`src/hw/adcc_regs.svh`:
```
`ifndef ADCC_REGS_SVH
`define ADCC_REGS_SVH

// ----------------------------------------
// Register indexes (byte address = 4 * index)
// ----------------------------------------
`define ADCC_IDX_CONFIG_A 14'h22D4
`define ADCC_IDX_BUFFER_CONFIG 14'h22D5
`define ADCC_IDX_STATUS 14'h22D6
`define ADCC_IDX_RESULT 14'h22D7
`define ADCC_IDX_CLOCK_GATES 14'h2781
`define ADCC_IDX_DECIM_RESET 14'h2784
`define ADCC_IDX_SAMPLE_RATE 14'h2786

// ----------------------------------------
// Field positions
// ----------------------------------------
`define ADCC_BIT_ENABLE 7
`define ADCC_BIT_SAMPLE_GATE 3
`define ADCC_BIT_DECIM_GATE 2
`define ADCC_BIT_DECIM_RESET_N 6
`define ADCC_BIT_BUFFER_MODE 1
`define ADCC_POS_DEPTH 4
`define ADCC_POS_OSR 2
`define ADCC_POS_FILL 3

// ----------------------------------------
// Reset values
// ----------------------------------------
`define ADCC_RST_RATE 2'h2
`define ADCC_RST_DEPTH 4'hC
`define ADCC_RST_OSR 2'h3
`define ADCC_RST_DECIM_RESET_N 1'b1
`define ADCC_RST_CHANNEL 4'h0

// ----------------------------------------
// Timing: clock rates and NCO steps
// ----------------------------------------
`define ADCC_CLK_HZ 64'd50000000
`define ADCC_DECIM_HZ 64'd16000000
`define ADCC_SAMPLE_1M_HZ 64'd1000000
`define ADCC_SAMPLE_2M_HZ 64'd2000000
`define ADCC_SAMPLE_4M_HZ 64'd4000000
`define ADCC_NCO_W 16
`define ADCC_STEP(hz) (((64'd2 * (hz)) << `ADCC_NCO_W) / `ADCC_CLK_HZ)

// ----------------------------------------
// Oversampling ratios
// ----------------------------------------
`define ADCC_OSR_64 9'd64
`define ADCC_OSR_128 9'd128
`define ADCC_OSR_256 9'd256

`endif

```
`src/hw/adcc_pkg.sv`:
```
package adcc_pkg;

  // Result word split into the two bytes of the result port
  typedef struct packed {
    logic [7:0] hi;
    logic [7:0] lo;
  } adcc_sample_t;

  // Which byte of the result port the next read returns
  typedef enum logic [1:0] {
    ADCC_PH_LOW = 2'b01,
    ADCC_PH_HIGH = 2'b10
  } adcc_phase_t;

endpackage : adcc_pkg

```
`src/hw/adcc_top.sv`:
```
`include "adcc_regs.svh"

module adcc_top
  import adcc_pkg::*;
#(
  parameter int MEM_AW = 4
) (
  input wire logic clk_i, // 50 MHz system clock
  input wire logic reset_n_i, // Async reset, active low
  input wire logic [15:0] avs_address_i, // Avalon byte address
  input wire logic avs_read_i, // Avalon read
  input wire logic avs_write_i, // Avalon write
  input wire logic [31:0] avs_writedata_i, // Avalon write data
  input wire logic [3:0] avs_byteenable_i, // Avalon byte enables
  output logic [31:0] avs_readdata_o, // Avalon read data
  output logic avs_waitrequest_o, // Avalon wait request
  input wire logic mod_bit_i, // Modulator bit stream pin
  output logic sample_clk_o, // Gated sampling clock
  output logic decim_clk_o, // Gated decimator clock
  output logic decim_reset_n_o, // Decimator reset, active low
  output logic converter_enable_o, // Analog core enable
  output logic [3:0] channel_select_o // Analog mux select
);

  // ----------------------------------------
  // Decode helpers
  // ----------------------------------------
  function automatic logic [16:0] rate_step(input logic [1:0] code);
    case (code)
      2'h0: rate_step = 17'(`ADCC_STEP(`ADCC_SAMPLE_1M_HZ));
      2'h1: rate_step = 17'(`ADCC_STEP(`ADCC_SAMPLE_2M_HZ));
      2'h2: rate_step = 17'(`ADCC_STEP(`ADCC_SAMPLE_4M_HZ));
      default: rate_step = 17'h0_0000;
    endcase
  endfunction

  function automatic logic [8:0] osr_len(input logic [1:0] code);
    case (code)
      2'h1: osr_len = `ADCC_OSR_64;
      2'h2: osr_len = `ADCC_OSR_128;
      2'h3: osr_len = `ADCC_OSR_256;
      default: osr_len = 9'h000;
    endcase
  endfunction

  // ----------------------------------------
  // Bus slave
  // ----------------------------------------
  logic bus_req, bus_done, lane0;
  logic [13:0] idx;
  logic [7:0] rd_byte;
  logic sample_gate, decim_gate, buffer_mode;
  logic [1:0] rate_sel, osr_sel;
  logic [3:0] depth;
  adcc_phase_t phase;
  adcc_sample_t head, hold;
  logic [3:0] cnt, cap, fill;
  logic [MEM_AW-1:0] rd_ptr, wr_ptr, next_rd_ptr;
  logic full, pop, accept, store, adv_rd, overwritten;

  assign idx = avs_address_i[15:2];
  assign bus_req = avs_read_i || avs_write_i;
  assign bus_done = bus_req && !avs_waitrequest_o;
  assign lane0 = avs_write_i && bus_done && avs_byteenable_i[0];

  // One-cycle answer: waitrequest drops the cycle after a request is seen
  always_ff @(posedge clk_i or negedge reset_n_i) begin
    if (!reset_n_i) begin
      avs_waitrequest_o <= 1'b1;
    end else begin
      avs_waitrequest_o <= !(bus_req && avs_waitrequest_o);
    end
  end

  always_comb begin
    rd_byte = 8'h00;
    case (idx)
      `ADCC_IDX_CONFIG_A: rd_byte = {converter_enable_o, 3'h0, channel_select_o};
      `ADCC_IDX_BUFFER_CONFIG: rd_byte = {depth, osr_sel, buffer_mode, 1'b0};
      `ADCC_IDX_STATUS: rd_byte = {1'b0, fill, 3'h0};
      `ADCC_IDX_RESULT: begin
        if (phase == ADCC_PH_HIGH) begin
          rd_byte = hold.hi;
        end else if (cnt != 4'h0) begin
          rd_byte = head.lo;
        end
      end
      `ADCC_IDX_CLOCK_GATES: rd_byte = {4'h0, sample_gate, decim_gate, 2'h0};
      `ADCC_IDX_DECIM_RESET: rd_byte = {1'b0, decim_reset_n_o, 6'h00};
      `ADCC_IDX_SAMPLE_RATE: rd_byte = {6'h00, rate_sel};
      default: rd_byte = 8'h00;
    endcase
  end

  always_ff @(posedge clk_i or negedge reset_n_i) begin
    if (!reset_n_i) begin
      avs_readdata_o <= 32'h0000_0000;
    end else if (avs_read_i && avs_waitrequest_o) begin
      avs_readdata_o <= {24'h00_0000, rd_byte};
    end
  end

  // ----------------------------------------
  // Control registers
  // ----------------------------------------
  always_ff @(posedge clk_i or negedge reset_n_i) begin
    if (!reset_n_i) begin
      converter_enable_o <= 1'b0;
      channel_select_o <= `ADCC_RST_CHANNEL;
    end else if (lane0 && idx == `ADCC_IDX_CONFIG_A) begin
      converter_enable_o <= avs_writedata_i[`ADCC_BIT_ENABLE];
      channel_select_o <= avs_writedata_i[3:0];
    end
  end

  always_ff @(posedge clk_i or negedge reset_n_i) begin
    if (!reset_n_i) begin
      depth <= `ADCC_RST_DEPTH;
      osr_sel <= `ADCC_RST_OSR;
      buffer_mode <= 1'b0;
    end else if (lane0 && idx == `ADCC_IDX_BUFFER_CONFIG) begin
      depth <= avs_writedata_i[`ADCC_POS_DEPTH +: 4];
      osr_sel <= avs_writedata_i[`ADCC_POS_OSR +: 2];
      buffer_mode <= avs_writedata_i[`ADCC_BIT_BUFFER_MODE];
    end
  end

  always_ff @(posedge clk_i or negedge reset_n_i) begin
    if (!reset_n_i) begin
      sample_gate <= 1'b0;
      decim_gate <= 1'b0;
      decim_reset_n_o <= `ADCC_RST_DECIM_RESET_N;
      rate_sel <= `ADCC_RST_RATE;
    end else if (lane0) begin
      if (idx == `ADCC_IDX_CLOCK_GATES) begin
        sample_gate <= avs_writedata_i[`ADCC_BIT_SAMPLE_GATE];
        decim_gate <= avs_writedata_i[`ADCC_BIT_DECIM_GATE];
      end
      if (idx == `ADCC_IDX_DECIM_RESET) begin
        decim_reset_n_o <= avs_writedata_i[`ADCC_BIT_DECIM_RESET_N];
      end
      if (idx == `ADCC_IDX_SAMPLE_RATE) begin
        rate_sel <= avs_writedata_i[1:0];
      end
    end
  end

  // ----------------------------------------
  // Clock generation
  // ----------------------------------------
  // 50 MHz does not divide evenly; NCOs trade a little jitter for a near-exact average rate (steps are truncated)
  logic [15:0] s_acc, d_acc;
  logic [16:0] s_sum, d_sum;
  logic sample_tick;

  assign s_sum = {1'b0, s_acc} + rate_step(rate_sel);
  assign d_sum = {1'b0, d_acc} + 17'(`ADCC_STEP(`ADCC_DECIM_HZ));
  assign sample_tick = sample_gate && s_sum[16] && !sample_clk_o;

  always_ff @(posedge clk_i or negedge reset_n_i) begin
    if (!reset_n_i) begin
      s_acc <= 16'h0000;
      sample_clk_o <= 1'b0;
    end else if (!sample_gate) begin
      s_acc <= 16'h0000;
      sample_clk_o <= 1'b0;
    end else begin
      s_acc <= s_sum[15:0];
      sample_clk_o <= sample_clk_o ^ s_sum[16];
    end
  end

  always_ff @(posedge clk_i or negedge reset_n_i) begin
    if (!reset_n_i) begin
      d_acc <= 16'h0000;
      decim_clk_o <= 1'b0;
    end else if (!decim_gate) begin
      d_acc <= 16'h0000;
      decim_clk_o <= 1'b0;
    end else begin
      d_acc <= d_sum[15:0];
      decim_clk_o <= decim_clk_o ^ d_sum[16];
    end
  end

  // ----------------------------------------
  // Decimator
  // ----------------------------------------
  logic mod_s1, mod_s2, active, dec_valid, skid_ready;
  logic [8:0] ones, ticks, osr_n;
  logic [15:0] dec_value;

  always_ff @(posedge clk_i or negedge reset_n_i) begin
    if (!reset_n_i) begin
      mod_s1 <= 1'b0;
      mod_s2 <= 1'b0;
    end else begin
      mod_s1 <= mod_bit_i;
      mod_s2 <= mod_s1;
    end
  end

  assign osr_n = osr_len(osr_sel);
  assign active = converter_enable_o && sample_gate && decim_gate && decim_reset_n_o
    && (osr_n != 9'h000);

  always_ff @(posedge clk_i or negedge reset_n_i) begin
    if (!reset_n_i) begin
      ones <= 9'h000;
      ticks <= 9'h000;
      dec_valid <= 1'b0;
      dec_value <= 16'h0000;
    end else if (!active) begin
      ones <= 9'h000;
      ticks <= 9'h000;
      dec_valid <= 1'b0;
    end else begin
      if (dec_valid && skid_ready) begin
        dec_valid <= 1'b0;
      end
      // Ticks arriving while a result waits are skipped, not queued
      if (sample_tick && !(dec_valid && !skid_ready)) begin
        if (ticks == osr_n - 9'h001) begin
          ones <= 9'h000;
          ticks <= 9'h000;
          dec_valid <= 1'b1;
          // Full-scale count saturates instead of wrapping to zero
          if (ones + 9'(mod_s2) == osr_n) begin
            dec_value <= 16'hFFFF;
          end else begin
            dec_value <= 16'((32'(ones) + 32'(mod_s2)) * (32'h0001_0000 / 32'(osr_n)));
          end
        end else begin
          ones <= ones + 9'(mod_s2);
          ticks <= ticks + 9'h001;
        end
      end
    end
  end

  // ----------------------------------------
  // Two-entry skid buffer
  // ----------------------------------------
  logic [15:0] skid0, skid1;
  logic [1:0] skid_cnt;
  logic skid_valid, drain_ready, s_in, s_out;

  assign skid_ready = skid_cnt != 2'h2;
  assign skid_valid = skid_cnt != 2'h0;
  assign drain_ready = !pop;
  assign s_in = dec_valid && skid_ready;
  assign s_out = skid_valid && drain_ready;

  always_ff @(posedge clk_i or negedge reset_n_i) begin
    if (!reset_n_i) begin
      skid_cnt <= 2'h0;
      skid0 <= 16'h0000;
      skid1 <= 16'h0000;
    end else if (!active) begin
      skid_cnt <= 2'h0;
    end else begin
      skid_cnt <= skid_cnt + 2'(s_in) - 2'(s_out);
      if (s_out) begin
        skid0 <= skid1;
      end
      if (s_in && (skid_cnt == 2'h0 || (skid_cnt == 2'h1 && s_out))) begin
        skid0 <= dec_value;
      end else if (s_in) begin
        skid1 <= dec_value;
      end
    end
  end

  // ----------------------------------------
  // Result buffer
  // ----------------------------------------
  logic rd_result;

  assign cap = (depth == 4'h0) ? 4'h0 : depth - 4'h1;
  assign full = cnt >= cap;
  assign rd_result = avs_read_i && bus_done && idx == `ADCC_IDX_RESULT;
  assign pop = rd_result && phase == ADCC_PH_HIGH && !overwritten && cnt != 4'h0;
  assign accept = s_out && active;
  assign store = accept && cap != 4'h0 && (!full || !buffer_mode);
  assign adv_rd = pop || (store && full);
  assign next_rd_ptr = adv_rd ? rd_ptr + MEM_AW'(1) : rd_ptr;
  assign fill = (cnt == 4'h0) ? 4'h0 : cnt + 4'h1;

  adcc_mem #(
    .WIDTH(16),
    .AW(MEM_AW)
  ) u_mem (
    .clk_i(clk_i),
    .we_i(store),
    .waddr_i(wr_ptr),
    .wdata_i(skid0),
    .raddr_i(next_rd_ptr),
    .rdata_o(head)
  );

  always_ff @(posedge clk_i or negedge reset_n_i) begin
    if (!reset_n_i) begin
      rd_ptr <= '0;
      wr_ptr <= '0;
      cnt <= 4'h0;
    end else begin
      rd_ptr <= next_rd_ptr;
      if (store) begin
        wr_ptr <= wr_ptr + MEM_AW'(1);
      end
      if (store && !full) begin
        cnt <= cnt + 4'h1;
      end else if (pop) begin
        cnt <= cnt - 4'h1;
      end
    end
  end

  // High byte is latched with the low byte so the pair stays consistent
  always_ff @(posedge clk_i or negedge reset_n_i) begin
    if (!reset_n_i) begin
      phase <= ADCC_PH_LOW;
      hold <= '0;
      overwritten <= 1'b0;
    end else begin
      if (store && full && phase == ADCC_PH_HIGH) begin
        overwritten <= 1'b1;
      end
      if (rd_result) begin
        case (phase)
          ADCC_PH_LOW: begin
            if (cnt != 4'h0) begin
              hold <= head;
              phase <= ADCC_PH_HIGH;
              overwritten <= 1'b0;
            end
          end
          ADCC_PH_HIGH: phase <= ADCC_PH_LOW;
          default: phase <= ADCC_PH_LOW;
        endcase
      end
    end
  end
endmodule // adcc_top

```
`src/hw/adcc_mem.sv`:
```
module adcc_mem #(
  parameter int WIDTH = 16,
  parameter int AW = 4
) (
  input wire logic clk_i, // System clock
  input wire logic we_i, // Write strobe
  input wire logic [AW-1:0] waddr_i, // Write address
  input wire logic [WIDTH-1:0] wdata_i, // Write data
  input wire logic [AW-1:0] raddr_i, // Read address
  output logic [WIDTH-1:0] rdata_o // Registered read data
);

  logic [WIDTH-1:0] mem [0:(1<<AW)-1];

  always_ff @(posedge clk_i) begin
    if (we_i) begin
      mem[waddr_i] <= wdata_i;
    end
  end

  // Bypass so a word written into an empty buffer is visible at once
  always_ff @(posedge clk_i) begin
    if (we_i && (waddr_i == raddr_i)) begin
      rdata_o <= wdata_i;
    end else begin
      rdata_o <= mem[raddr_i];
    end
  end

endmodule // adcc_mem

```
`config.mk`:
```
export PLATFORM = sky130hd
export DESIGN_NAME = adcc_top
export DESIGN_NICKNAME = d
export VERILOG_FILES = /design/src/hw/adcc_pkg.sv /design/src/hw/adcc_top.sv /design/src/hw/adcc_mem.sv
export VERILOG_INCLUDE_DIRS = /design/src /design/src/hw
export SDC_FILE = /design/constraint.sdc
export NUM_CORES = 1
export LEC_CHECK = 0
export BUFFER_PORTS_ARGS = -buffer_cell sky130_fd_sc_hd__buf_2
export CORE_MARGIN = 2
export CORE_UTILIZATION = 35
export DETAILED_ROUTE_END_ITERATION = 8
export PLACE_DENSITY = 0.46
export SYNTH_ARGS = -nofsm -noshare
export SYNTH_HDL_FRONTEND = slang
export SYNTH_SLANG_ARGS = --single-unit
```
`constraint.sdc`:
```
create_clock -name clk_i -period 7.65 [get_ports clk_i]
set_clock_uncertainty 0.1 [all_clocks]
set_input_delay 0.3825 -clock clk_i [delete_from_list [all_inputs] [get_ports clk_i]]
set_output_delay 0.3825 -clock clk_i [all_outputs]
set_load 0.01 [all_outputs]
```
==> key figures <==
Outcome
  – Status: finished clean

Layout
  – Cell Count, Final, Fillers Out: 2339
  – FILL cells: 5524
  – Most frequent cells in the layout: 256 x edfxtp_1, 146 x dfrtp_1, 108 x inv_1, 80 x nor2_1, 80 x mux4_2
  – Nets@finish: 1723
  – Commonest non-fill, non-tap cell in the layout: edfxtp_1
  – Area growth from synthesis to layout: 13.2%
  – ANT cells: 0
  – Final Core Density: 40.3%
  – Layout cells sized above 1: 19.5%

GRT
  – Global-route wire length before repair: 72000 um
  – Grt ovf: 0
  – Via count of the first global-routing pass: 12100
  – M1 GR Usage: 21.3%
  – Gr busiest metal: met2
  – Total GRT Usage: 15.5%
  – M2 GR Usage: 25.8%
  – Met3 Track Usage GR: 1.94%
  – Antenna violations before repair: 0
  – Largest net degree at the start of global routing: 88

Clock tree
  – Max clock buf depth: 3
  – Clk root buf: clkbuf_16
  – Inserted Clock Buffers: 47
  – Hold_buf cts: 12
  – Reg clk slew, reported paths: 60 ps
  – Setup Buffers After CTS: 0
  – H-tree depth: 2
  – TritonCTS clock tree: done
  – Insertion delay to the later sink of the worst-skew pair: 600 ps
  – Clk sinks: 414
  – PostCTS Resize Cnt: 0

STA
  – Final setup vio count: 0
  – Hold Vio Cnt, Final: 0
  – Period utilization: 86.1%
  – RSZ-0062 raised after global routing: no
  – Period minus WS final: 6590 ps
  – Rel. slew slack: 27.5%
  – Setup TNS: 0 ps
  – Worst slew pin tran: 1090 ps
  – Achievable Freq: 0.152 GHz
  – Max Slew Vio Count: 0

Yosys
  – Avg Synthesized Cell Area: 14.1 um2
  – Post-Synth XOR/XNOR Area: 3.00%
  – Mux share of post-synthesis cell area: 12.3%
  – Post-Synth Adder-Cell Area: 10.1%
  – Combinational family with the most area after synthesis: multiplexers
  – Post-Syn Instances: 1458
  – Ys flop type: edfxtp_1
  – Sequential share of the synthesized area: 56.4%
  – #FFs+latches synth: 414
  – Yosys warns: 0
  – Post-synthesis instance area: 20600 um2
  – Share of the synthesized area in the top cell type: 37.3%
  – Top area cells in the synthesized netlist: edfxtp_1 37%, dfrtp_1 18%, mux4_2 8.7%
  – Post-synthesis async set-or-reset flop share: 37.2%
  – Simple-gate portion of the synthesized area: 7.66%
  – EDFF count, synth: 256
  – Synth Area in Compound Gates: 6.39%
  – Post-synth top area cell: edfxtp_1
  – Netlist cell types: 74

Placed design
  – DP HPWL: 29900 um
  – Gpl congestion: 0.761
  – DP Cell Count: 2239
  – PortBufs: 44

Die
  – Core Area: 57900 um2
  – Die area: 60800 um2
  – Num rows: 88
  – Starting Density: 35.6%
  – Die Y: 247 um
  – Chip Width: 247 um
  – Top-Level Pins: 98

Route
  – DRC Markers: 0
  – First-pass DRT Iterations: 4
  – Via count: 11500
  – Routed WL per cell: 19.4 um
  – Routed WL: 45300 um
  – Starting DRT DRC Count: 634
  – Antenna viol nets, final: 0
  – Via-per-instance ratio: 4.90

Worst setup path
  – Slowest CP cell: fa_1
  – Worst path top cell family by delay: adder cells
  – Crit Path Class: reg -> reg
  – CP Launch Type: flop
  – Critical path buffers and inverters: 4
  – Worst Path Required: 7960 ps
  – Worst path max stage delay: 690 ps
  – Crit path top cell by count: fa_1
  – CP Cell Sequence: nand4_1, or2_2, xor2_1, nor2b_1, inv_1, fa_1, inv_1, fa_1, fa_1, fa_1, inv_1, fa_1, inv_1, ha_1, nand2_1, or3_1, a32oi_1, a31o_2, xor2_1, a31oi_1
  – Worst Path Arrival: 6900 ps
  – Setup crit end kind: flop
  – Crit-path max FO: 8

Power and ir drop
  – Lkg Pwr: 9.90 nW
  – Peak supply drop: 0.000168 V
  – PD cells: 197 nW/um2

Worst hold path
  – Hold Crit Class: in -> reg

Job
  – Max Cap Viol: 0
[tightest hold or removal path, delay by kind of cell]
kind | cells | cell delay [ps]
buffers and inverters | 1 | 130
AND/OR/NAND/NOR | 1 | 200
AO/OA/AOI/OAI | 1 | 60
[logic make-up (layout without fill, tap and decap cells)]
family	after synthesis	in the layout
XOR/XNOR	69	69
buffers and inverters	188	281
other	1	24
AND/OR/NAND/NOR	311	311
adder cells (fa/ha/maj)	131	131
multiplexers	148	148
AO/OA/AOI/OAI	196	196
flip-flops	414	414
[worst paths after layout]
check,from,endpoint,slack [ps],depth (start not counted)
worst min-delay path,avs_read_i,phase[0],90,3
worst max-delay path,ones[2],dec_value[15],1060,20
worst max register to register,ones[2],dec_value[15],1060,20
worst min register to register,mod_s1,mod_s2,300,0
max in group asynchronous,reset_n_i,d_acc[14],5600,3
min in group asynchronous,reset_n_i,d_acc[8],340,2
[per-stage QoR]
step / hold slack, ps / area [um2] / power [mW] / worst slack, ps
final: 90.8 / 23300 / 4.60 / 1060
after global routing: 97.6 / 23300 / 4.76 / 623
after CTS: 52.3 / 23300 / 4.68 / 986
after detailed placement: 301 / 21700 / 2.48 / 1070
after global placement: 312 / 21700 / 2.48 / 1070
after floorplan: -13.1 / 20700 / 2.45 / 1240
[synth_stat cells, types with 7 or more instances]
| library cell | number |
|---|---|
| and2_1 | 25 |
| nand2b_1 | 20 |
| mux2i_1 | 29 |
| nor3_1 | 27 |
| mux2_2 | 38 |
| inv_1 | 108 |
| nor2b_1 | 15 |
| and3_1 | 11 |
| dfrtp_1 | 146 |
| ha_1 | 72 |
| xor2_1 | 25 |
| a21oi_1 | 33 |
| a211o_1 | 7 |
| fa_1 | 59 |
| o21a_1 | 12 |
| o21ai_0 | 43 |
| a31oi_1 | 19 |
| edfxtp_1 | 256 |
| a22o_1 | 7 |
| xnor2_1 | 43 |
| nand3_1 | 19 |
| a22oi_1 | 10 |
| nand2_1 | 61 |
| mux4_2 | 80 |
| clkbuf_1 | 30 |
| dfstp_2 | 8 |
| a21o_1 | 13 |
| buf_4 | 27 |
| buf_2 | 12 |
| nor2_1 | 92 |
[sequential cells by signal, summed over array words and instances, names as in the netlist, 9 cells and up, named ones only]
name       cells
dec_value     16
s_acc         16
skid0         16
skid1         16
u_mem.mem    256
ones           9
ticks          9
d_acc         16
[final cells by class]
cell class | instances | area, um2 | share of cell area (%)
clock buffers | 56 | 1230 | 5.27
clock inverters | 32 | 251 | 1.08
inverters | 110 | 413 | 1.77
multi-input cells | 879 | 8300 | 35.6
flip-flops and latches | 414 | 11600 | 49.9
well taps | 765 | 957 | 4.10
repair buffers | 83 | 549 | 2.35
[report_power, final]
part | leakage (nW) | switching, mW | internal [mW]
Clock | 0.722 | 0.931 | 1.22
Sequential | 5.10 | 0.00594 | 2.36
Combinational | 4.08 | 0.0467 | 0.0236
[routing by layer]
layer / vias up / routed length [um]
li1: 5440 / -
met1: 5840 / 20900
met2: 122 / 22400
met3: 50 / 1300
met4: 0 / 789
met5: - / 0
No activity file was read; power rests on OpenSTA's default activity.
